--- src/rtl/fsp_pkg.sv ---
package fsp_pkg;
	// Opcodes
	localparam logic [7:0] OP_WR_ENABLE = 8'h06;
	localparam logic [7:0] OP_WR_DISABLE = 8'h04;
	localparam logic [7:0] OP_STAT_WR = 8'h01;
	localparam logic [7:0] OP_PAGE_PROG = 8'h02;
	localparam logic [7:0] OP_QUAD_PROG = 8'h32;
	localparam logic [7:0] OP_SECT_ERASE = 8'h20;
	localparam logic [7:0] OP_HALF_ERASE = 8'h52;
	localparam logic [7:0] OP_BLK_ERASE = 8'hd8;
	localparam logic [7:0] OP_CHIP_ERASE = 8'hc7;
	localparam logic [7:0] OP_CHIP_ERASE2 = 8'h60;
	localparam logic [7:0] OP_SECUR_ERASE = 8'h44;
	localparam logic [7:0] OP_SECUR_PROG = 8'h42;
	localparam logic [7:0] OP_SUSPEND = 8'h75;
	localparam logic [7:0] OP_RESUME = 8'h7a;
	localparam logic [7:0] OP_FOUR_ON = 8'h38;
	localparam logic [7:0] OP_FOUR_OFF = 8'hff;
	// Field positions, low byte
	localparam int WL_POS = 1;
	localparam int RANGE_POS = 2;
	localparam int TOPBOT_POS = 5;
	localparam int GRAN_POS = 6;
	localparam int GUARD_POS = 7;
	// Field positions, mid byte
	localparam int LOCK_POS = 0;
	localparam int QUAD_POS = 1;
	localparam int SLOCK_POS = 3;
	localparam int INVERT_POS = 6;
	localparam int SUSP_POS = 7;
	// Field positions, high byte
	localparam int DRIVE_POS = 5;
	// Values after reset
	localparam logic [2:0] RANGE_RST = 3'h0;
	localparam logic [2:0] SLOCK_RST = 3'h0;
	localparam logic [1:0] DRIVE_RST = 2'h3;
	localparam logic [5:0] SYNC_RST = 6'h20;
	// Array geometry
	localparam logic [23:0] ARRAY_TOP = 24'h0fffff;
	localparam logic [23:0] FULL_TOP = 24'hffffff;
	localparam logic [23:0] SECTOR_BYTES = 24'h001000;
	localparam logic [23:0] BLOCK_BYTES = 24'h010000;
	localparam logic [23:0] PAGE_MASK = 24'h0000ff;
	localparam logic [23:0] SECTOR_MASK = 24'h000fff;
	localparam logic [23:0] HALF_MASK = 24'h007fff;
	localparam logic [23:0] BLOCK_MASK = 24'h00ffff;
	// Drive strength in percent
	localparam logic [6:0] DRIVE_100 = 7'h64;
	localparam logic [6:0] DRIVE_75 = 7'h4b;
	localparam logic [6:0] DRIVE_50 = 7'h32;
	localparam logic [6:0] DRIVE_25 = 7'h19;
	typedef enum logic [2:0] {
		FS_IDLE = 3'b001,
		FS_SHIFT = 3'b010,
		FS_EXEC = 3'b100
	} fsp_frame_t;
	typedef enum logic [2:0] {
		OPK_PAGE = 3'h0,
		OPK_SECTOR = 3'h1,
		OPK_HALF = 3'h2,
		OPK_BLOCK = 3'h3,
		OPK_CHIP = 3'h4,
		OPK_SECUR_ERASE = 3'h5,
		OPK_SECUR_PROG = 3'h6
	} fsp_opkind_t;
endpackage : fsp_pkg

--- src/rtl/fsp_prot_if.sv ---
`timescale 1ns/1ps
// Protection settings and request window to the range checker
interface fsp_prot_if;
	logic [2:0] range_sel;
	logic top_bottom_select;
	logic sector_granularity;
	logic invert_protection;
	logic [23:0] req_start;
	logic [23:0] req_end;
	logic hit;
	modport owner (
		output range_sel, top_bottom_select, sector_granularity,
		output invert_protection, req_start, req_end,
		input hit
	);
	modport range_side (
		input range_sel, top_bottom_select, sector_granularity,
		input invert_protection, req_start, req_end,
		output hit
	);
endinterface : fsp_prot_if

--- src/rtl/fsp_sync.sv ---
`timescale 1ns/1ps
module fsp_sync #(
	parameter int W = 1,
	parameter logic [W-1:0] RST_VAL = '0
) (
	input wire logic sys_clk_in,
	input wire logic rstn_in,
	input wire logic [W-1:0] d_in,
	output logic [W-1:0] q_out
);
	logic [W-1:0] meta_q;
	////////////////////////////////////////////////////////////
	// Two-stage synchroniser; first stage feeds only the second
	always_ff @(posedge sys_clk_in) begin
		if (!rstn_in) begin
			meta_q <= RST_VAL;
			q_out <= RST_VAL;
		end else begin
			meta_q <= d_in;
			q_out <= meta_q;
		end
	end
endmodule : fsp_sync

--- src/rtl/fsp_range_chk.sv ---
`timescale 1ns/1ps
module fsp_range_chk
	import fsp_pkg::*;
(
	fsp_prot_if.range_side prot
);
	logic [23:0] unit;
	logic [23:0] size;
	logic [1:0] shamt;
	logic none;
	logic full;
	logic [23:0] lo;
	logic [23:0] hi;
	////////////////////////////////////////////////////////////
	// Decode the protected window; purely combinational
	always_comb begin
		unit = prot.sector_granularity ? SECTOR_BYTES : BLOCK_BYTES;
		none = (prot.range_sel == 3'h0);
		if (prot.sector_granularity) begin
			full = (prot.range_sel[2:1] == 2'h3);
			shamt = prot.range_sel[2] ? 2'h3 : 2'(prot.range_sel - 3'h1);
		end else begin
			full = (prot.range_sel > 3'h4);
			shamt = 2'(prot.range_sel - 3'h1);
		end
		size = unit << shamt;
		// Top end when selector is 0, bottom when 1
		if (!prot.top_bottom_select) begin
			lo = ARRAY_TOP - size + 24'h000001;
			hi = ARRAY_TOP;
		end else begin
			lo = 24'h000000;
			hi = size - 24'h000001;
		end
		if (full) begin
			lo = 24'h000000;
			hi = FULL_TOP;
		end
		// Inverted mode protects the other part of the array
		if (prot.invert_protection) begin
			if (none || full) begin
				none = full;
				lo = 24'h000000;
				hi = FULL_TOP;
			end else if (!prot.top_bottom_select) begin
				hi = lo - 24'h000001;
				lo = 24'h000000;
			end else begin
				lo = size;
				hi = ARRAY_TOP;
			end
		end
		// Any overlap with the request is a hit
		prot.hit = !none && (prot.req_start <= hi) && (prot.req_end >= lo);
	end
endmodule : fsp_range_chk

--- src/rtl/fsp_status_prot.sv ---
`timescale 1ns/1ps
module fsp_status_prot
	import fsp_pkg::*;
(
	input wire logic sys_clk_in,
	input wire logic rstn_in,
	input wire logic spi_sclk_in,
	input wire logic spi_cs_n_in,
	input wire logic [3:0] data_line_in,
	output logic [7:0] status_low_out,
	output logic [7:0] status_mid_out,
	output logic [7:0] status_high_out,
	output logic four_wire_command_mode_out,
	output logic guard_pin_func_out,
	output logic pause_pin_func_out,
	output logic quad_data_lines_out,
	output logic [6:0] drive_pct_out,
	output logic [2:0] secur_area_ro_out,
	output logic op_go_out,
	output logic [2:0] op_kind_out,
	output logic [23:0] op_start_out,
	output logic [23:0] op_end_out,
	output logic refused_out
);
	////////////////////////////////////////////////////////////
	// Declarations
	logic cs_n_s;
	logic sclk_s;
	logic [3:0] io_s;
	logic sclk_d_q;
	logic cs_n_d_q;
	logic sclk_rise;
	logic cs_fall;
	logic cs_rise;
	fsp_frame_t state_q;
	fsp_frame_t state_d;
	logic [7:0] sh_q;
	logic [2:0] bit_cnt_q;
	logic [2:0] byte_cnt_q;
	logic byte_done;
	logic [7:0] byte_val;
	logic [7:0] op_q;
	logic [7:0] b1_q;
	logic [7:0] b2_q;
	logic [7:0] b3_q;
	logic [23:0] addr;
	logic exec;
	logic write_latch_flag_q;
	logic [2:0] range_sel_q;
	logic top_bottom_select_q;
	logic sector_granularity_q;
	logic status_guard_mode_q;
	logic status_lock_q;
	logic quad_enable_flag_q;
	logic [2:0] security_lock_q;
	logic invert_protection_q;
	logic suspend_flag_q;
	logic four_wire_command_mode_q;
	logic [1:0] drive_strength_q;
	logic is_stwr;
	logic guard_low;
	logic sw_ok;
	logic pe_cmd;
	logic need_addr;
	logic secur_op;
	fsp_opkind_t kind;
	logic [23:0] req_lo;
	logic [23:0] req_hi;
	logic secur_locked;
	logic pe_ok;
	fsp_prot_if u_prot();

	////////////////////////////////////////////////////////////
	// Pin synchronisers: chip select, serial clock, data lines
	fsp_sync #(
		.W(6),
		.RST_VAL(SYNC_RST)
	) u_sync (
		.sys_clk_in(sys_clk_in),
		.rstn_in(rstn_in),
		.d_in({spi_cs_n_in, spi_sclk_in, data_line_in}),
		.q_out({cs_n_s, sclk_s, io_s})
	);

	// Edge history, taken from the synchronised copies only
	always_ff @(posedge sys_clk_in) begin
		if (!rstn_in) begin
			sclk_d_q <= 1'b0;
			cs_n_d_q <= 1'b1;
		end else begin
			sclk_d_q <= sclk_s;
			cs_n_d_q <= cs_n_s;
		end
	end

	// Edge detects; serial clock must stay well below sys clock
	assign sclk_rise = sclk_s && !sclk_d_q;
	assign cs_fall = !cs_n_s && cs_n_d_q;
	assign cs_rise = cs_n_s && !cs_n_d_q;

	////////////////////////////////////////////////////////////
	// Frame sequencer
	always_comb begin
		state_d = state_q;
		case (state_q)
			FS_IDLE: begin
				if (cs_fall) begin
					state_d = FS_SHIFT;
				end
			end
			FS_SHIFT: begin
				if (cs_rise) begin
					state_d = FS_EXEC;
				end
			end
			FS_EXEC: begin
				state_d = FS_IDLE;
			end
			default: begin
				state_d = FS_IDLE;
			end
		endcase
	end

	always_ff @(posedge sys_clk_in) begin
		if (!rstn_in) begin
			state_q <= FS_IDLE;
		end else begin
			state_q <= state_d;
		end
	end

	////////////////////////////////////////////////////////////
	// Shifter: one bit per edge, or a nibble in four-wire mode
	assign byte_done = four_wire_command_mode_q ? (bit_cnt_q == 3'h4) : (bit_cnt_q == 3'h7);
	assign byte_val = four_wire_command_mode_q ? {sh_q[3:0], io_s} : {sh_q[6:0], io_s[0]};

	always_ff @(posedge sys_clk_in) begin
		if (!rstn_in) begin
			sh_q <= 8'h00;
			bit_cnt_q <= 3'h0;
			byte_cnt_q <= 3'h0;
		end else if (cs_fall) begin
			bit_cnt_q <= 3'h0;
			byte_cnt_q <= 3'h0;
		end else if (state_q == FS_SHIFT && sclk_rise && !cs_n_s) begin
			sh_q <= byte_val;
			if (four_wire_command_mode_q) begin
				bit_cnt_q <= bit_cnt_q + 3'h4;
			end else begin
				bit_cnt_q <= bit_cnt_q + 3'h1;
			end
			// Saturate; later data bytes are not needed here
			if (byte_done && byte_cnt_q != 3'h7) begin
				byte_cnt_q <= byte_cnt_q + 3'h1;
			end
		end
	end

	// Opcode and the first three bytes after it
	always_ff @(posedge sys_clk_in) begin
		if (!rstn_in) begin
			op_q <= 8'h00;
			b1_q <= 8'h00;
			b2_q <= 8'h00;
			b3_q <= 8'h00;
		end else if (state_q == FS_SHIFT && sclk_rise && !cs_n_s && byte_done) begin
			case (byte_cnt_q)
				3'h0: begin
					op_q <= byte_val;
				end
				3'h1: begin
					b1_q <= byte_val;
				end
				3'h2: begin
					b2_q <= byte_val;
				end
				3'h3: begin
					b3_q <= byte_val;
				end
				default: begin
					op_q <= op_q;
				end
			endcase
		end
	end

	assign addr = {b1_q, b2_q, b3_q};

	////////////////////////////////////////////////////////////
	// Command qualification
	// A frame ending mid-byte is dropped whole
	assign exec = (state_q == FS_EXEC) && (bit_cnt_q == 3'h0) && (byte_cnt_q != 3'h0);
	assign is_stwr = exec && (op_q == OP_STAT_WR);

	// Guard pin counts only when it is not a data line
	assign guard_low = status_guard_mode_q && !quad_enable_flag_q && !io_s[2];
	assign sw_ok = is_stwr && write_latch_flag_q && !status_lock_q && !guard_low && (byte_cnt_q >= 3'h2);

	// Program and erase decode with their address windows
	always_comb begin
		pe_cmd = 1'b1;
		need_addr = 1'b1;
		secur_op = 1'b0;
		kind = OPK_PAGE;
		req_lo = addr;
		req_hi = addr | PAGE_MASK;
		case (op_q)
			OP_PAGE_PROG, OP_QUAD_PROG: begin
				kind = OPK_PAGE;
			end
			OP_SECT_ERASE: begin
				kind = OPK_SECTOR;
				req_lo = addr & ~SECTOR_MASK;
				req_hi = addr | SECTOR_MASK;
			end
			OP_HALF_ERASE: begin
				kind = OPK_HALF;
				req_lo = addr & ~HALF_MASK;
				req_hi = addr | HALF_MASK;
			end
			OP_BLK_ERASE: begin
				kind = OPK_BLOCK;
				req_lo = addr & ~BLOCK_MASK;
				req_hi = addr | BLOCK_MASK;
			end
			OP_CHIP_ERASE, OP_CHIP_ERASE2: begin
				kind = OPK_CHIP;
				need_addr = 1'b0;
				req_lo = 24'h000000;
				req_hi = ARRAY_TOP;
			end
			OP_SECUR_ERASE: begin
				kind = OPK_SECUR_ERASE;
				secur_op = 1'b1;
			end
			OP_SECUR_PROG: begin
				kind = OPK_SECUR_PROG;
				secur_op = 1'b1;
			end
			default: begin
				pe_cmd = 1'b0;
			end
		endcase
	end

	// Security area index sits in address bits 13:12
	always_comb begin
		case (addr[13:12])
			2'h1: begin
				secur_locked = security_lock_q[0];
			end
			2'h2: begin
				secur_locked = security_lock_q[1];
			end
			2'h3: begin
				secur_locked = security_lock_q[2];
			end
			default: begin
				secur_locked = 1'b1;
			end
		endcase
	end

	// Range checker sees live settings and the request
	assign u_prot.range_sel = range_sel_q;
	assign u_prot.top_bottom_select = top_bottom_select_q;
	assign u_prot.sector_granularity = sector_granularity_q;
	assign u_prot.invert_protection = invert_protection_q;
	assign u_prot.req_start = req_lo;
	assign u_prot.req_end = req_hi;

	fsp_range_chk u_chk (
		.prot(u_prot)
	);

	assign pe_ok = exec && pe_cmd && (!need_addr || byte_cnt_q >= 3'h4) && write_latch_flag_q
		&& (secur_op ? !secur_locked : !u_prot.hit);

	////////////////////////////////////////////////////////////
	// Write latch flag
	always_ff @(posedge sys_clk_in) begin
		if (!rstn_in) begin
			write_latch_flag_q <= 1'b0;
		end else if (exec && op_q == OP_WR_ENABLE) begin
			write_latch_flag_q <= 1'b1;
		end else if (exec && (op_q == OP_WR_DISABLE || op_q == OP_STAT_WR || pe_cmd)) begin
			write_latch_flag_q <= 1'b0;
		end
	end

	////////////////////////////////////////////////////////////
	// Low status byte fields; reset stands for power-up defaults
	always_ff @(posedge sys_clk_in) begin
		if (!rstn_in) begin
			range_sel_q <= RANGE_RST;
			top_bottom_select_q <= 1'b0;
			sector_granularity_q <= 1'b0;
			status_guard_mode_q <= 1'b0;
		end else if (sw_ok) begin
			range_sel_q <= b1_q[RANGE_POS +: 3];
			top_bottom_select_q <= b1_q[TOPBOT_POS];
			sector_granularity_q <= b1_q[GRAN_POS];
			status_guard_mode_q <= b1_q[GUARD_POS];
		end
	end

	// Mid byte fields, only when the frame carried that byte
	always_ff @(posedge sys_clk_in) begin
		if (!rstn_in) begin
			status_lock_q <= 1'b0;
			quad_enable_flag_q <= 1'b0;
			security_lock_q <= SLOCK_RST;
			invert_protection_q <= 1'b0;
		end else if (sw_ok && byte_cnt_q >= 3'h3) begin
			status_lock_q <= b2_q[LOCK_POS];
			quad_enable_flag_q <= b2_q[QUAD_POS] || four_wire_command_mode_q;
			security_lock_q <= security_lock_q | b2_q[SLOCK_POS +: 3];
			invert_protection_q <= b2_q[INVERT_POS];
		end
	end

	// High byte; other bits there are reserved and dropped
	always_ff @(posedge sys_clk_in) begin
		if (!rstn_in) begin
			drive_strength_q <= DRIVE_RST;
		end else if (sw_ok && byte_cnt_q >= 3'h4) begin
			drive_strength_q <= b3_q[DRIVE_POS +: 2];
		end
	end

	////////////////////////////////////////////////////////////
	// Suspend flag
	always_ff @(posedge sys_clk_in) begin
		if (!rstn_in) begin
			suspend_flag_q <= 1'b0;
		end else if (exec && op_q == OP_SUSPEND) begin
			suspend_flag_q <= 1'b1;
		end else if (exec && op_q == OP_RESUME) begin
			suspend_flag_q <= 1'b0;
		end
	end

	// Four-wire command mode; entry ignored without quad enable
	always_ff @(posedge sys_clk_in) begin
		if (!rstn_in) begin
			four_wire_command_mode_q <= 1'b0;
		end else if (exec && op_q == OP_FOUR_ON && quad_enable_flag_q) begin
			four_wire_command_mode_q <= 1'b1;
		end else if (exec && op_q == OP_FOUR_OFF) begin
			four_wire_command_mode_q <= 1'b0;
		end
	end

	////////////////////////////////////////////////////////////
	// Accepted operation hand-off, one-cycle pulse with window
	always_ff @(posedge sys_clk_in) begin
		if (!rstn_in) begin
			op_go_out <= 1'b0;
			op_kind_out <= 3'h0;
			op_start_out <= 24'h000000;
			op_end_out <= 24'h000000;
			refused_out <= 1'b0;
		end else begin
			op_go_out <= pe_ok;
			refused_out <= (is_stwr && !sw_ok) || (exec && pe_cmd && !pe_ok);
			if (pe_ok) begin
				op_kind_out <= kind;
				op_start_out <= req_lo;
				op_end_out <= req_hi;
			end
		end
	end

	////////////////////////////////////////////////////////////
	// Registered status views; busy and reserved bits read zero
	always_ff @(posedge sys_clk_in) begin
		if (!rstn_in) begin
			status_low_out <= 8'h00;
			status_mid_out <= 8'h00;
			status_high_out <= 8'h00;
		end else begin
			status_low_out <= {status_guard_mode_q, sector_granularity_q, top_bottom_select_q,
				range_sel_q, write_latch_flag_q, 1'b0};
			status_mid_out <= {suspend_flag_q, invert_protection_q, security_lock_q, 1'b0,
				quad_enable_flag_q, status_lock_q};
			status_high_out <= {1'b0, drive_strength_q, 5'h00};
		end
	end

	// Pin function selection and derived controls
	always_ff @(posedge sys_clk_in) begin
		if (!rstn_in) begin
			four_wire_command_mode_out <= 1'b0;
			guard_pin_func_out <= 1'b1;
			pause_pin_func_out <= 1'b1;
			quad_data_lines_out <= 1'b0;
			secur_area_ro_out <= 3'h0;
		end else begin
			four_wire_command_mode_out <= four_wire_command_mode_q;
			guard_pin_func_out <= !quad_enable_flag_q;
			pause_pin_func_out <= !quad_enable_flag_q;
			quad_data_lines_out <= quad_enable_flag_q;
			secur_area_ro_out <= security_lock_q;
		end
	end

	// Drive strength decode for read outputs
	always_ff @(posedge sys_clk_in) begin
		if (!rstn_in) begin
			drive_pct_out <= DRIVE_25;
		end else begin
			case (drive_strength_q)
				2'h0: begin
					drive_pct_out <= DRIVE_100;
				end
				2'h1: begin
					drive_pct_out <= DRIVE_75;
				end
				2'h2: begin
					drive_pct_out <= DRIVE_50;
				end
				default: begin
					drive_pct_out <= DRIVE_25;
				end
			endcase
		end
	end
endmodule : fsp_status_prot

--- config.mk ---
export PLATFORM = sky130hd
export DESIGN_NAME = fsp_status_prot
export DESIGN_NICKNAME = d
export VERILOG_FILES = /design/src/rtl/fsp_pkg.sv /design/src/rtl/fsp_prot_if.sv /design/src/rtl/fsp_sync.sv /design/src/rtl/fsp_range_chk.sv /design/src/rtl/fsp_status_prot.sv
export SDC_FILE = /design/constraint.sdc
export NUM_CORES = 1
export LEC_CHECK = 0
export BUFFER_PORTS_ARGS = -buffer_cell sky130_fd_sc_hd__buf_4
export CAP_MARGIN = 20
export CORE_ASPECT_RATIO = 1.1
export CORE_MARGIN = 2
export CORE_UTILIZATION = 50
export CTS_CLUSTER_SIZE = 16
export DETAILED_ROUTE_END_ITERATION = 10
export HOLD_SLACK_MARGIN = 0.15
export PLACE_DENSITY = 0.7
export SYNTH_ARGS = -nofsm -noshare
export SYNTH_HDL_FRONTEND = slang
export SYNTH_SLANG_ARGS = --single-unit
--- constraint.sdc ---
create_clock -name sys_clk_in -period 4.9 [get_ports sys_clk_in]
set_input_delay 0.735 -clock sys_clk_in [delete_from_list [all_inputs] [get_ports sys_clk_in]]
set_output_delay 0.735 -clock sys_clk_in [all_outputs]
set_load 0.05 [all_outputs]
==> summary.txt, run 1 <==
STA
  – Clk_skew: approximately 5.4 ps
  – Final hold slack: ~420 ps
  – Slew Viols, Final: 0
  – Period utilization: roughly 89%
  – Unrepaired setup endpoints after global routing: false
  – Hold Vio Cnt, Final: 0
  – Clock period minus final worst setup slack: approximately 4400 ps
  – Rel. slew slack: between 20% and 30%
  – Total Negative Setup Slacks: 0 ps
  – Fmax: around 230 MHz
  – Least-Margin Pin Slew: 1070 ps
  – Final setup vio count: 0

Hold path
  – Worst hold path class: reg2reg

Final layout
  – Number of diodes: 0
  – Fin nets: about 900
  – Filler cells: 1254
  – Area Growth Syn to Fin: 16.6%
  – Finished Cell Area: 8360 um^2
  – Share of layout cells above drive strength 1: ~18%

Pwr
  – Peak supply drop: between 0.2 and 0.25 mV
  – PD cells: about 300 nW/um^2
  – Leakage power: around 0.004 uW

GRT
  – Largest net degree at the start of global routing: between 100 and 150
  – Total GRT Usage: between 20% and 30%
  – First-pass GRT wire length: between 20 and 30 mm
  – Gr ovfl total: 0
  – Antenna violations before repair: 0
  – Vias in the first global route: 5436

Clocking
  – CTS Root Cell: clkbuf_16
  – Clock transition at path regs: around 60 ps
  – CTS Buf Count: 17
  – Post CTS Setup Buffer Count: 0
  – Clock latency on the worst-skew pair: around 420 ps
  – CTS tree: yes
  – Maximum number of buffers from clock root to sink: 2
  – CTS H-tree depth: 4
  – Clock sink count: 145

Synth
  – Predominant post-synthesis flop cell: dfxtp_1
  – Cell with the most instances after synthesis: dfxtp_1
  – Async SR Flop Fraction: 0%
  – Seq cells post-synth: about 150
  – Warnings from Yosys: 0
  – Yosys top cell by area: dfxtp_1
  – Yosys cell types: 66
  – Syn_area_per_cell: ~9 um^2
  – EDFF count, synth: 0
  – Post-synth top area share: around 41%
  – Register area share after synthesis: between 40% and 50%
  – Most frequent cells after synthesis: 145 x dfxtp_1, 134 x nand2_1, 62 x mux2i_1, 40 x and2_1, 37 x ha_1
  – Synth Instances: 791
  – Synth area leaders: dfxtp_1 41%, mux2i_1 8.7%, nand2_1 7.0%
  – Cell Area, Synth: approximately 7000 um^2

Detailed routing
  – Total number of vias: ~5700
  – Post-DR vias/cell: between 5 and 6
  – Final wirelength: ~17 mm
  – Antenna viol nets, final: 0
  – Number of detailed-routing iterations run before antenna repair: 5
  – Drc violations: 0
  – Initial detailed-routing violation count: 445
  – Wire per inst: between 15 and 20 um

Floorplan
  – Die H: about 130 um
  – Row cnt: 45
  – Die area: 15300 um^2
  – Initial Util: a little over 50%
  – Core ar.: 13900 um^2
  – Die width: roughly 120 um
  – I/O pin count: 99

Critical path
  – Crit path capture type: flip-flop
  – CP max FO: 33
  – Crit path DAT: ~4700 ps
  – CP required: 5240 ps
  – Critical path launch point type: flip-flop
  – Critical path class: reg2reg

Place
  – Placer Congestion: between 0.8 and 0.9
  – IO Port Bufs: 90
  – Placed cell areas: slightly below 8000 um^2
  – DP Wirelength: between 10 and 15 mm

Job
  – Max Cap Viol: 0

Status
  – Status: completed
==> state kept, by name, summed over array words and instances (netlist names), 3 cells and up <==
signal and flops:
op_start_out 24, op_end_out 13, b1_q 8, b2_q 8, b3_q 8, op_q 8, sh_q 7, status_low_out 7
status_mid_out 7, drive_pct_out 6, u_sync.meta_q 6, u_sync.q_out 6, bit_cnt_q 3, byte_cnt_q 3, op_kind_out 3, range_sel_q 3
security_lock_q 3, state_q 3
==> through the flow <==
step	total power (uW)	util (%)	cells	setup slack, ps
4_1_cts	2570	60.0	1039	164
6_report	2540	60.1	1039	527
5_1_grt	2620	60.1	1039	157
3_3_place_gp	1270	55.7	1007	477
3_5_place_dp	1270	55.7	1007	211
2_1_floorplan	1260	-	798	781
==> worst paths after layout <==
kind	cells past startpoint	to	slack, ps	startpoint
max	18	op_start_out[7]	530	range_sel_q[0]
min	1	u_sync.q_out[5]	420	u_sync.meta_q[5]
max reg2reg	18	op_start_out[7]	530	range_sel_q[0]
min reg2reg	1	u_sync.q_out[5]	420	u_sync.meta_q[5]
==> layout by cell type (no fill, tap or decap), types with 24 or more instances in the layout <==
cell / count
nor2_1: 24
nor2b_1: 24
nand2_1: 134
ha_1: 35
mux2i_1: 62
o21ai_0: 24
a21oi_1: 25
dfxtp_1: 144
o211a_1: 35
and2_1: 40
buf_4: 96
==> layout make-up <==
class,instances,area [um^2],area share [%]
clock inverter,13,159,1.90
sequential,145,2900,34.8
inverter,18,67.6,0.809
clock buffer,19,443,5.30
tap,188,235,2.81
timing repair buffer,97,741,8.86
multi-input combinational,559,3810,45.6
==> where the power goes <==
group	total, uW	switching (uW)	internal, uW
sequential	1190	2.98	1190
combinational	52.6	40.1	12.4
clock	1300	491	813
==> critical path: stages (launching register included) <==
cell and delay, ps:
dfxtp_2 420, inv_1 140, ha_2 450, nand3_1 180
ha_2 440, nand2_1 70, ha_1 280, a21o_1 180
nand2_1 60, o31ai_1 70, ha_1 310, nand4_1 90
nor4_1 330, nand2_1 110, nor4b_2 260, o2111ai_2 170
nand3_4 190, buf_12 270, mux2i_1 240
==> per-layer routing <==
| layer | routed length (um) | GRT usage, % | vias up | part of all wire [%] |
|---|---|---|---|---|
| li1 | - | - | 2799 | - |
| met1 | 7120 | 26.8 | 2697 | 41 |
| met2 | 9000 | 40.7 | 125 | 52 |
| met3 | 682 | 5.85 | 45 | 3.9 |
| met4 | 633 | 11.3 | 0 | 3.6 |
| met5 | 0 | 0 | - | 0 |
==> timing repair <==
action	in CTS	in global routing
hold buffers	0	0
setup endpoints to repair	0	33
gates resized for setup	0	5
==> logic make-up after synthesis <==
logic type      count (synthesis)  synth area share, %
simple gates                  319                 23.3
flops                         145                 40.5
fa+ha+maj                      37                 6.46
mux                            62                 8.66
xor+xnor                        7                0.856
compound gates                126                 13.2
other cells                     1               0.0523
buf+inv                        94                 6.90
Note: power is estimated with default switching activity, not from simulation.
==> run 2, diff against run 1 <==
--- a/config.mk
+++ b/config.mk
@@ -12,6 +12,7 @@
 export CORE_UTILIZATION = 50
 export CTS_CLUSTER_SIZE = 16
 export DETAILED_ROUTE_END_ITERATION = 10
+export GPL_TIMING_DRIVEN = 0
 export HOLD_SLACK_MARGIN = 0.15
 export PLACE_DENSITY = 0.7
 export SYNTH_ARGS = -nofsm -noshare
==> summary.txt, run 2 (same netlist as run 1, synthesis figures left out) <==
Final layout
  – Finished Cell Area: 8740 um^2 (+4.6%)
  – Number of diodes: 0 (unchanged)
  – Area Growth Syn to Fin: 22.0%
  – Most frequent cells in the layout: 144 x dfxtp_1, 134 x nand2_1, 115 x buf_4
  – Max FFs per register: 24 (unchanged)
  – Fin nets: 950 (+7.6%)
  – Most common cell after layout, fill and taps aside: dfxtp_1
  – Most flops, register: op_start_out
  – Largest registers: op_start_out (24), op_end_out (13)
  – Core Util, Final: 62.9% (+2.8 points)
  – Share of layout cells above drive strength 1: 19.7% (+2.0 points)

Critical path
  – Critical path launch point type: flip-flop
  – Crit. path cell count: 19 (+1)
  – R2R Setup Slk: 330 ps (-200 ps)
  – CP required: 5250 ps (about the same)
  – Crit path DAT: 4920 ps (+210 ps)
  – Worst-case reg-to-reg path depth: 19 (+1)
  – Critical path class: reg2reg
  – Crit path top cell by count: o21ai_0
  – FF-to-FF Start: range_sel_q[0]
  – Reg-to-reg critical path endpoint: op_start_out[19]
  – Worst path cell trace: inv_1 > ha_2 > nor2b_1 > a211oi_1 > clkbuf_2 > nor2_1 > nand3_1 > nor4b_1 > o21ai_0 > o21ai_0 > ha_1 > nand4_1 > nor4_2 > nand2_1 > nor4b_2 > o2111ai_2 > nand3_4 > buf_6 > mux2i_1
  – Buf/Inv on CP: 3 (+1)
  – CP delay by family, top: simple AND/OR/NAND/NOR gates
  – Crit path capture type: flip-flop
  – Slowest cell on crit path: nor4_2
  – CP max FO: 10 (-70%)
  – Largest stage delay, worst path: 390 ps (-60 ps)

Place
  – Placer Congestion: 0.869 (+5.5%)
  – DP Wirelength: 14.7 mm (+14%)
  – IO Port Bufs: 90 (unchanged)
  – Placed cell areas: 8100 um^2 (+4.7%)

Detailed routing
  – Initial detailed-routing violation count: 502 (+13%)
  – Wire per inst: 17.3 um (+3.2%)
  – Drc violations: 0 (unchanged)
  – Post-DR vias/cell: 5.43 (-0.43%)
  – Number of detailed-routing iterations run before antenna repair: 6 (+1)
  – Total number of vias: 6000 (+5.9%)
  – Final wirelength: 19.1 mm (+9.7%)
  – Antenna viol nets, final: 0 (unchanged)

Pwr
  – Clock share of power: 52.0% (+0.8 points)
  – Peak supply drop: 0.236 mV (-2.5%)
  – Leakage power: 0.00433 uW (+5.5%)
  – Switching share of power: 20.5% (-0.52 points)
  – Logic pwr share: 2.6% (+0.5 points)
  – PD cells: 299 nW/um^2 (-1.8%)
  – P_sw: 535 uW (+0.19%)
  – Flop pwr share: 45.4% (-1.3 points)
  – Internal power: 2080 uW (+3.4%)

Clocking
  – CTS Buf Count: 17 (unchanged)
  – Post-CTS Hold Fix Bufs: 0 (unchanged)
  – CTS Root Cell: clkbuf_16
  – Maximum number of buffers from clock root to sink: 2 (unchanged)
  – CTS H-tree depth: 4 (unchanged)
  – CTS tree: yes
  – Clock latency on the worst-skew pair: 430 ps (about the same)
  – Clock transition at path regs: 60 ps (about the same)
  – Post CTS Setup Buffer Count: 0 (unchanged)
  – Clock sink count: 145 (unchanged)

STA
  – Final hold slack: 420 ps (+2.07 ps)
  – Fmax: 219 MHz (-4.4%)
  – Clock period minus final worst setup slack: 4570 ps (+201 ps)
  – Final setup vio count: 0 (unchanged)
  – Hold Vio Cnt, Final: 0 (unchanged)
  – Clk_skew: 5.66 ps (+0.274 ps)
  – Unrepaired setup endpoints after global routing: false
  – Period utilization: 93.4% (+4.1 points)
  – Slew Viols, Final: 0 (unchanged)
  – Rel. slew slack: 38.9% (+10 points)
  – Total Negative Setup Slacks: 0 ps (unchanged)
  – Least-Margin Pin Slew: 910 ps (-160 ps)

GRT
  – First-pass GRT wire length: 30.4 mm (+8.9%)
  – Gr ovfl total: 0 (unchanged)
  – Total GRT Usage: 25.4% (+2.1 points)
  – Largest net degree at the start of global routing: 17 (-86%)
  – Vias in the first global route: 6028 (+11%)
  – Antenna violations before repair: 0 (unchanged)

Status
  – Status: completed

Floorplan
  – Die width: 118 um (unchanged)
  – Core ar.: 13900 um^2 (unchanged)
  – I/O pin count: 99 (unchanged)
  – Initial Util: 51.5% (unchanged)
  – Row cnt: 45 (unchanged)
  – Die area: 15300 um^2 (unchanged)
  – Die H: 130 um (unchanged)

Job
  – Max Cap Viol: 0 (unchanged)

Hold path
  – WHS Endpoint: u_sync.q_out[5]
  – Worst hold path class: reg2reg
  – Hold path start: u_sync.meta_q[5]
  – Hold path cells: 1 (unchanged)
[run 2: per-stage QoR]
step	instances	worst slack, ps	total power [uW]
after CTS	1105	106	2630
after detailed placement	1076	-418	1280
final	1105	326	2610
after global placement	1076	-329	1280
after floorplan	798	781	1260
after global routing	1105	23.5	2680
[run 2: what timing repair did]
| item | in CTS | in global routing |
|---|---|---|
| gates resized for setup | 4 | 4 |
| pin swaps | 0 | 0 |
| endpoints found under the setup margin | 42 | 40 |
[run 2: worst max path at each step]
stage / from / to / slack [ps]
final: range_sel_q[0] / op_start_out[19] / 330
after detailed placement: range_sel_q[0] / op_start_out[17] / -420
after global routing: range_sel_q[0] / op_end_out[8] / 20
after CTS: range_sel_q[0] / op_start_out[19] / 110
after global placement: range_sel_q[0] / op_start_out[22] / -330
after floorplan: range_sel_q[0] / op_start_out[23] / 780
[run 2: metal layers]
metal / GRT usage, % / part of all wire (%)
met1: 28.2 / 40
met2: 47.6 / 54
met3: 4.67 / 3.5
met4: 11.0 / 2.5
met5: 0 / 0
[run 2: layout make-up]
class | instances | area, um^2
flip-flops and latches | 145 | 2900
clock buffers | 22 | 464
well taps | 188 | 235
fillers | 1212 | 5160
repair buffers | 90 | 676
multi-input cells | 559 | 3820
plain buffers | 74 | 420
clock inverters | 9 | 156
inverters | 18 | 67.6
[run 2: power by group through the flow]
stage          clock (uW)  combinational [uW]  sequential (uW)
2_1_floorplan           0                44.5             1220
3_3_place_gp            0                66.0             1210
3_5_place_dp            0                67.1             1210
4_1_cts              1370                67.4             1190
5_1_grt              1420                72.7             1190
6_report             1360                67.3             1190
==> run 3, diff against run 2 <==
--- a/config.mk
+++ b/config.mk
@@ -17,4 +17,5 @@
 export PLACE_DENSITY = 0.7
 export SYNTH_ARGS = -nofsm -noshare
 export SYNTH_HDL_FRONTEND = slang
+export SYNTH_HIERARCHICAL = 1
 export SYNTH_SLANG_ARGS = --single-unit
==> summary.txt, run 3 <==
STA
  – Rel. slew slack: 41.6% (+2.7 points)
  – Least-Margin Pin Slew: 869 ps (-40.8 ps)
  – Clk_skew: 9.73 ps (+4.07 ps)
  – Clock period minus final worst setup slack: 4710 ps (+138 ps)
  – Final setup vio count: 0 (unchanged)
  – Final hold slack: 407 ps (-13.6 ps)
  – Hold Vio Cnt, Final: 0 (unchanged)
  – Period utilization: 96.2% (+2.8 points)
  – Slew Viols, Final: 0 (unchanged)
  – Fmax: 212 MHz (-2.9%)

Pwr
  – PD cells: 278 nW/um^2 (-7.1%)
  – Peak supply drop: 0.267 mV (+13%)
  – Leakage power: 0.00358 uW (-17%)

Synth
  – Synth Instances: 816 (+3.2%)
  – Warnings from Yosys: 6 (+6)
  – Cell Area, Synth: 7310 um^2 (+2.0%)
  – Syn_area_per_cell: 8.96 um^2 (-1.1%)

Final layout
  – Largest registers: op_start_out (24), op_end_out (13)
  – Fin cells: 1148 (+3.9%)
  – Reg area: 2910 um^2 (about the same)
  – Area Growth Syn to Fin: 22.7%
  – Max FFs per register: 24 (unchanged)
  – Share of layout cells above drive strength 1: 22.6% (+2.9 points)
  – Multi-input logic area: 3940 um^2 (+3.1%)
  – Most common cell after layout, fill and taps aside: dfxtp_1
  – Number of diodes: 0 (unchanged)
  – Most flops, register: op_start_out
  – Fin nets: 988 (+4.0%)
  – Finished Cell Area: 8970 um^2 (+2.6%)
  – Most frequent cells in the layout: 144 x dfxtp_1, 124 x buf_4, 84 x nand2_1
  – Filler cells: 1280 (+5.6%)

Detailed routing
  – Number of detailed-routing iterations run before antenna repair: 5 (-1)
  – Drc violations: 0 (unchanged)
  – Total number of vias: 6191 (+3.2%)
  – Post-DR vias/cell: 5.39 (-0.68%)
  – Antenna viol nets, final: 0 (unchanged)
  – Initial detailed-routing violation count: 477 (-5.0%)
  – Final wirelength: 18.5 mm (-3.4%)
  – Wire per inst: 16.1 um (-7.1%)

GRT
  – Vias in the first global route: 5708 (-5.3%)
  – Antenna violations before repair: 0 (unchanged)
  – Largest net degree at the start of global routing: 17 (unchanged)
  – Gr ovfl total: 0 (unchanged)
  – Total GRT Usage: 24.0% (-1.4 points)
  – First-pass GRT wire length: 29.1 mm (-4.5%)

Place
  – Placed Cells: 1105 (+2.7%)
  – Placer Congestion: 0.922 (+6.2%)
  – IO Port Bufs: 90 (unchanged)
  – Placed cell areas: 8250 um^2 (+1.9%)
  – DP Wirelength: 13.7 mm (-6.9%)

Clocking
  – CTS Buf Count: 17 (unchanged)
  – Clock latency on the worst-skew pair: 430 ps (about the same)
  – CTS Root Cell: clkbuf_16
  – Clock transition at path regs: 70 ps (about the same)
  – Maximum number of buffers from clock root to sink: 2 (unchanged)
  – CTS H-tree depth: 4 (unchanged)
  – CTS tree: yes
  – Clock sink count: 145 (unchanged)

Critical path
  – CP max FO: 7 (-3)
  – Critical path launch point type: flip-flop
  – CP startpoint: range_sel_q[0]
  – Crit path DAT: 5030 ps (+110 ps)
  – FF-to-FF Start: range_sel_q[0]
  – Critical path class: reg2reg
  – Crit path capture type: flip-flop
  – CP required: 5220 ps (-30 ps)

Hold path
  – Worst hold path class: reg2reg
  – Hold path start: u_sync/meta_q[5]

Floorplan
  – Die area: 15600 um^2 (+2.0%)
  – Die width: 119 um (+0.98%)
  – Core ar.: 14400 um^2 (+3.5%)
  – Row cnt: 46 (+2.2%)
  – I/O pin count: 99 (unchanged)
  – Die H: 131 um (+0.98%)
  – Initial Util: 50.8% (-0.71 points)

Job
  – Max Cap Viol: 0 (unchanged)

Status
  – Status: completed
run 3: what timing repair did:
item / CTS / global route
setup endpoints to repair: 42 / 42
pin swaps: 4 / 3
hold buffers: 0 / 0
resized for setup: 14 / 6
buffers inserted: 5 / 4
gates cloned: 3 / 0
endpoints found under the hold margin: 0 / 0
run 3: final timing paths:
| kind | endpoint | slack (ps) | cells after the start |
|---|---|---|---|
| min | u_sync/q_out[5] | 410 | 1 |
| max reg2reg | op_end_out[7] | 190 | 26 |
| max | op_end_out[7] | 190 | 26 |
| min reg2reg | u_sync/q_out[5] | 410 | 1 |
run 3: final cells by class:
type / instances / area share [%]
clock buffer: 19 / 4.94
inverter: 25 / 1.07
tap: 192 / 2.68
clock inverter: 13 / 1.27
timing repair buffer: 102 / 8.76
multi-input combinational: 574 / 43.9
sequential: 145 / 32.4
buffer: 78 / 5.02
run 3: routing by layer:
| layer | global-route usage [%] | wire [um] |
|---|---|---|
| met5 | 0 | 0 |
| met1 | 29.4 | 8190 |
| met4 | 11.3 | 488 |
| met3 | 4.64 | 810 |
| met2 | 41.1 | 8980 |
run 3: power by group:
part	internal, uW	switching (uW)
combinational	25.9	62.9
clock	710	505
sequential	1190	3.83
run 3: through the flow:
step,setup WS (ps),utilization (%),power [uW],TNS (ps)
after floorplan,164,-,1280,0
after global placement,-463,57.4,1300,-17750
after detailed placement,-452,57.4,1310,-17400
after CTS,35.5,62.0,2520,0
after global routing,-2.12,62.4,2580,-2.12
final,187,62.4,2490,0
run 3: worst max-delay path, cell delays in order, from the launching register on:
cell and delay [ps]:
dfxtp_4 360, buf_6 100, inv_4 60, ha_4 300, nand2_2 90, nor2_2 140, inv_1 80, ha_4 290
nand2_1 60, ha_2 220, nor2b_2 120, xnor2_1 130, a21oi_1 90, or3_1 320, a21oi_1 140, ha_1 250
and3_1 210, a221o_1 350, a22o_1 230, o21ai_1 110, and3_1 210, o41ai_2 100, o21ai_2 90, a211oi_4 70
buf_12 170, buf_6 130, o21a_1 160
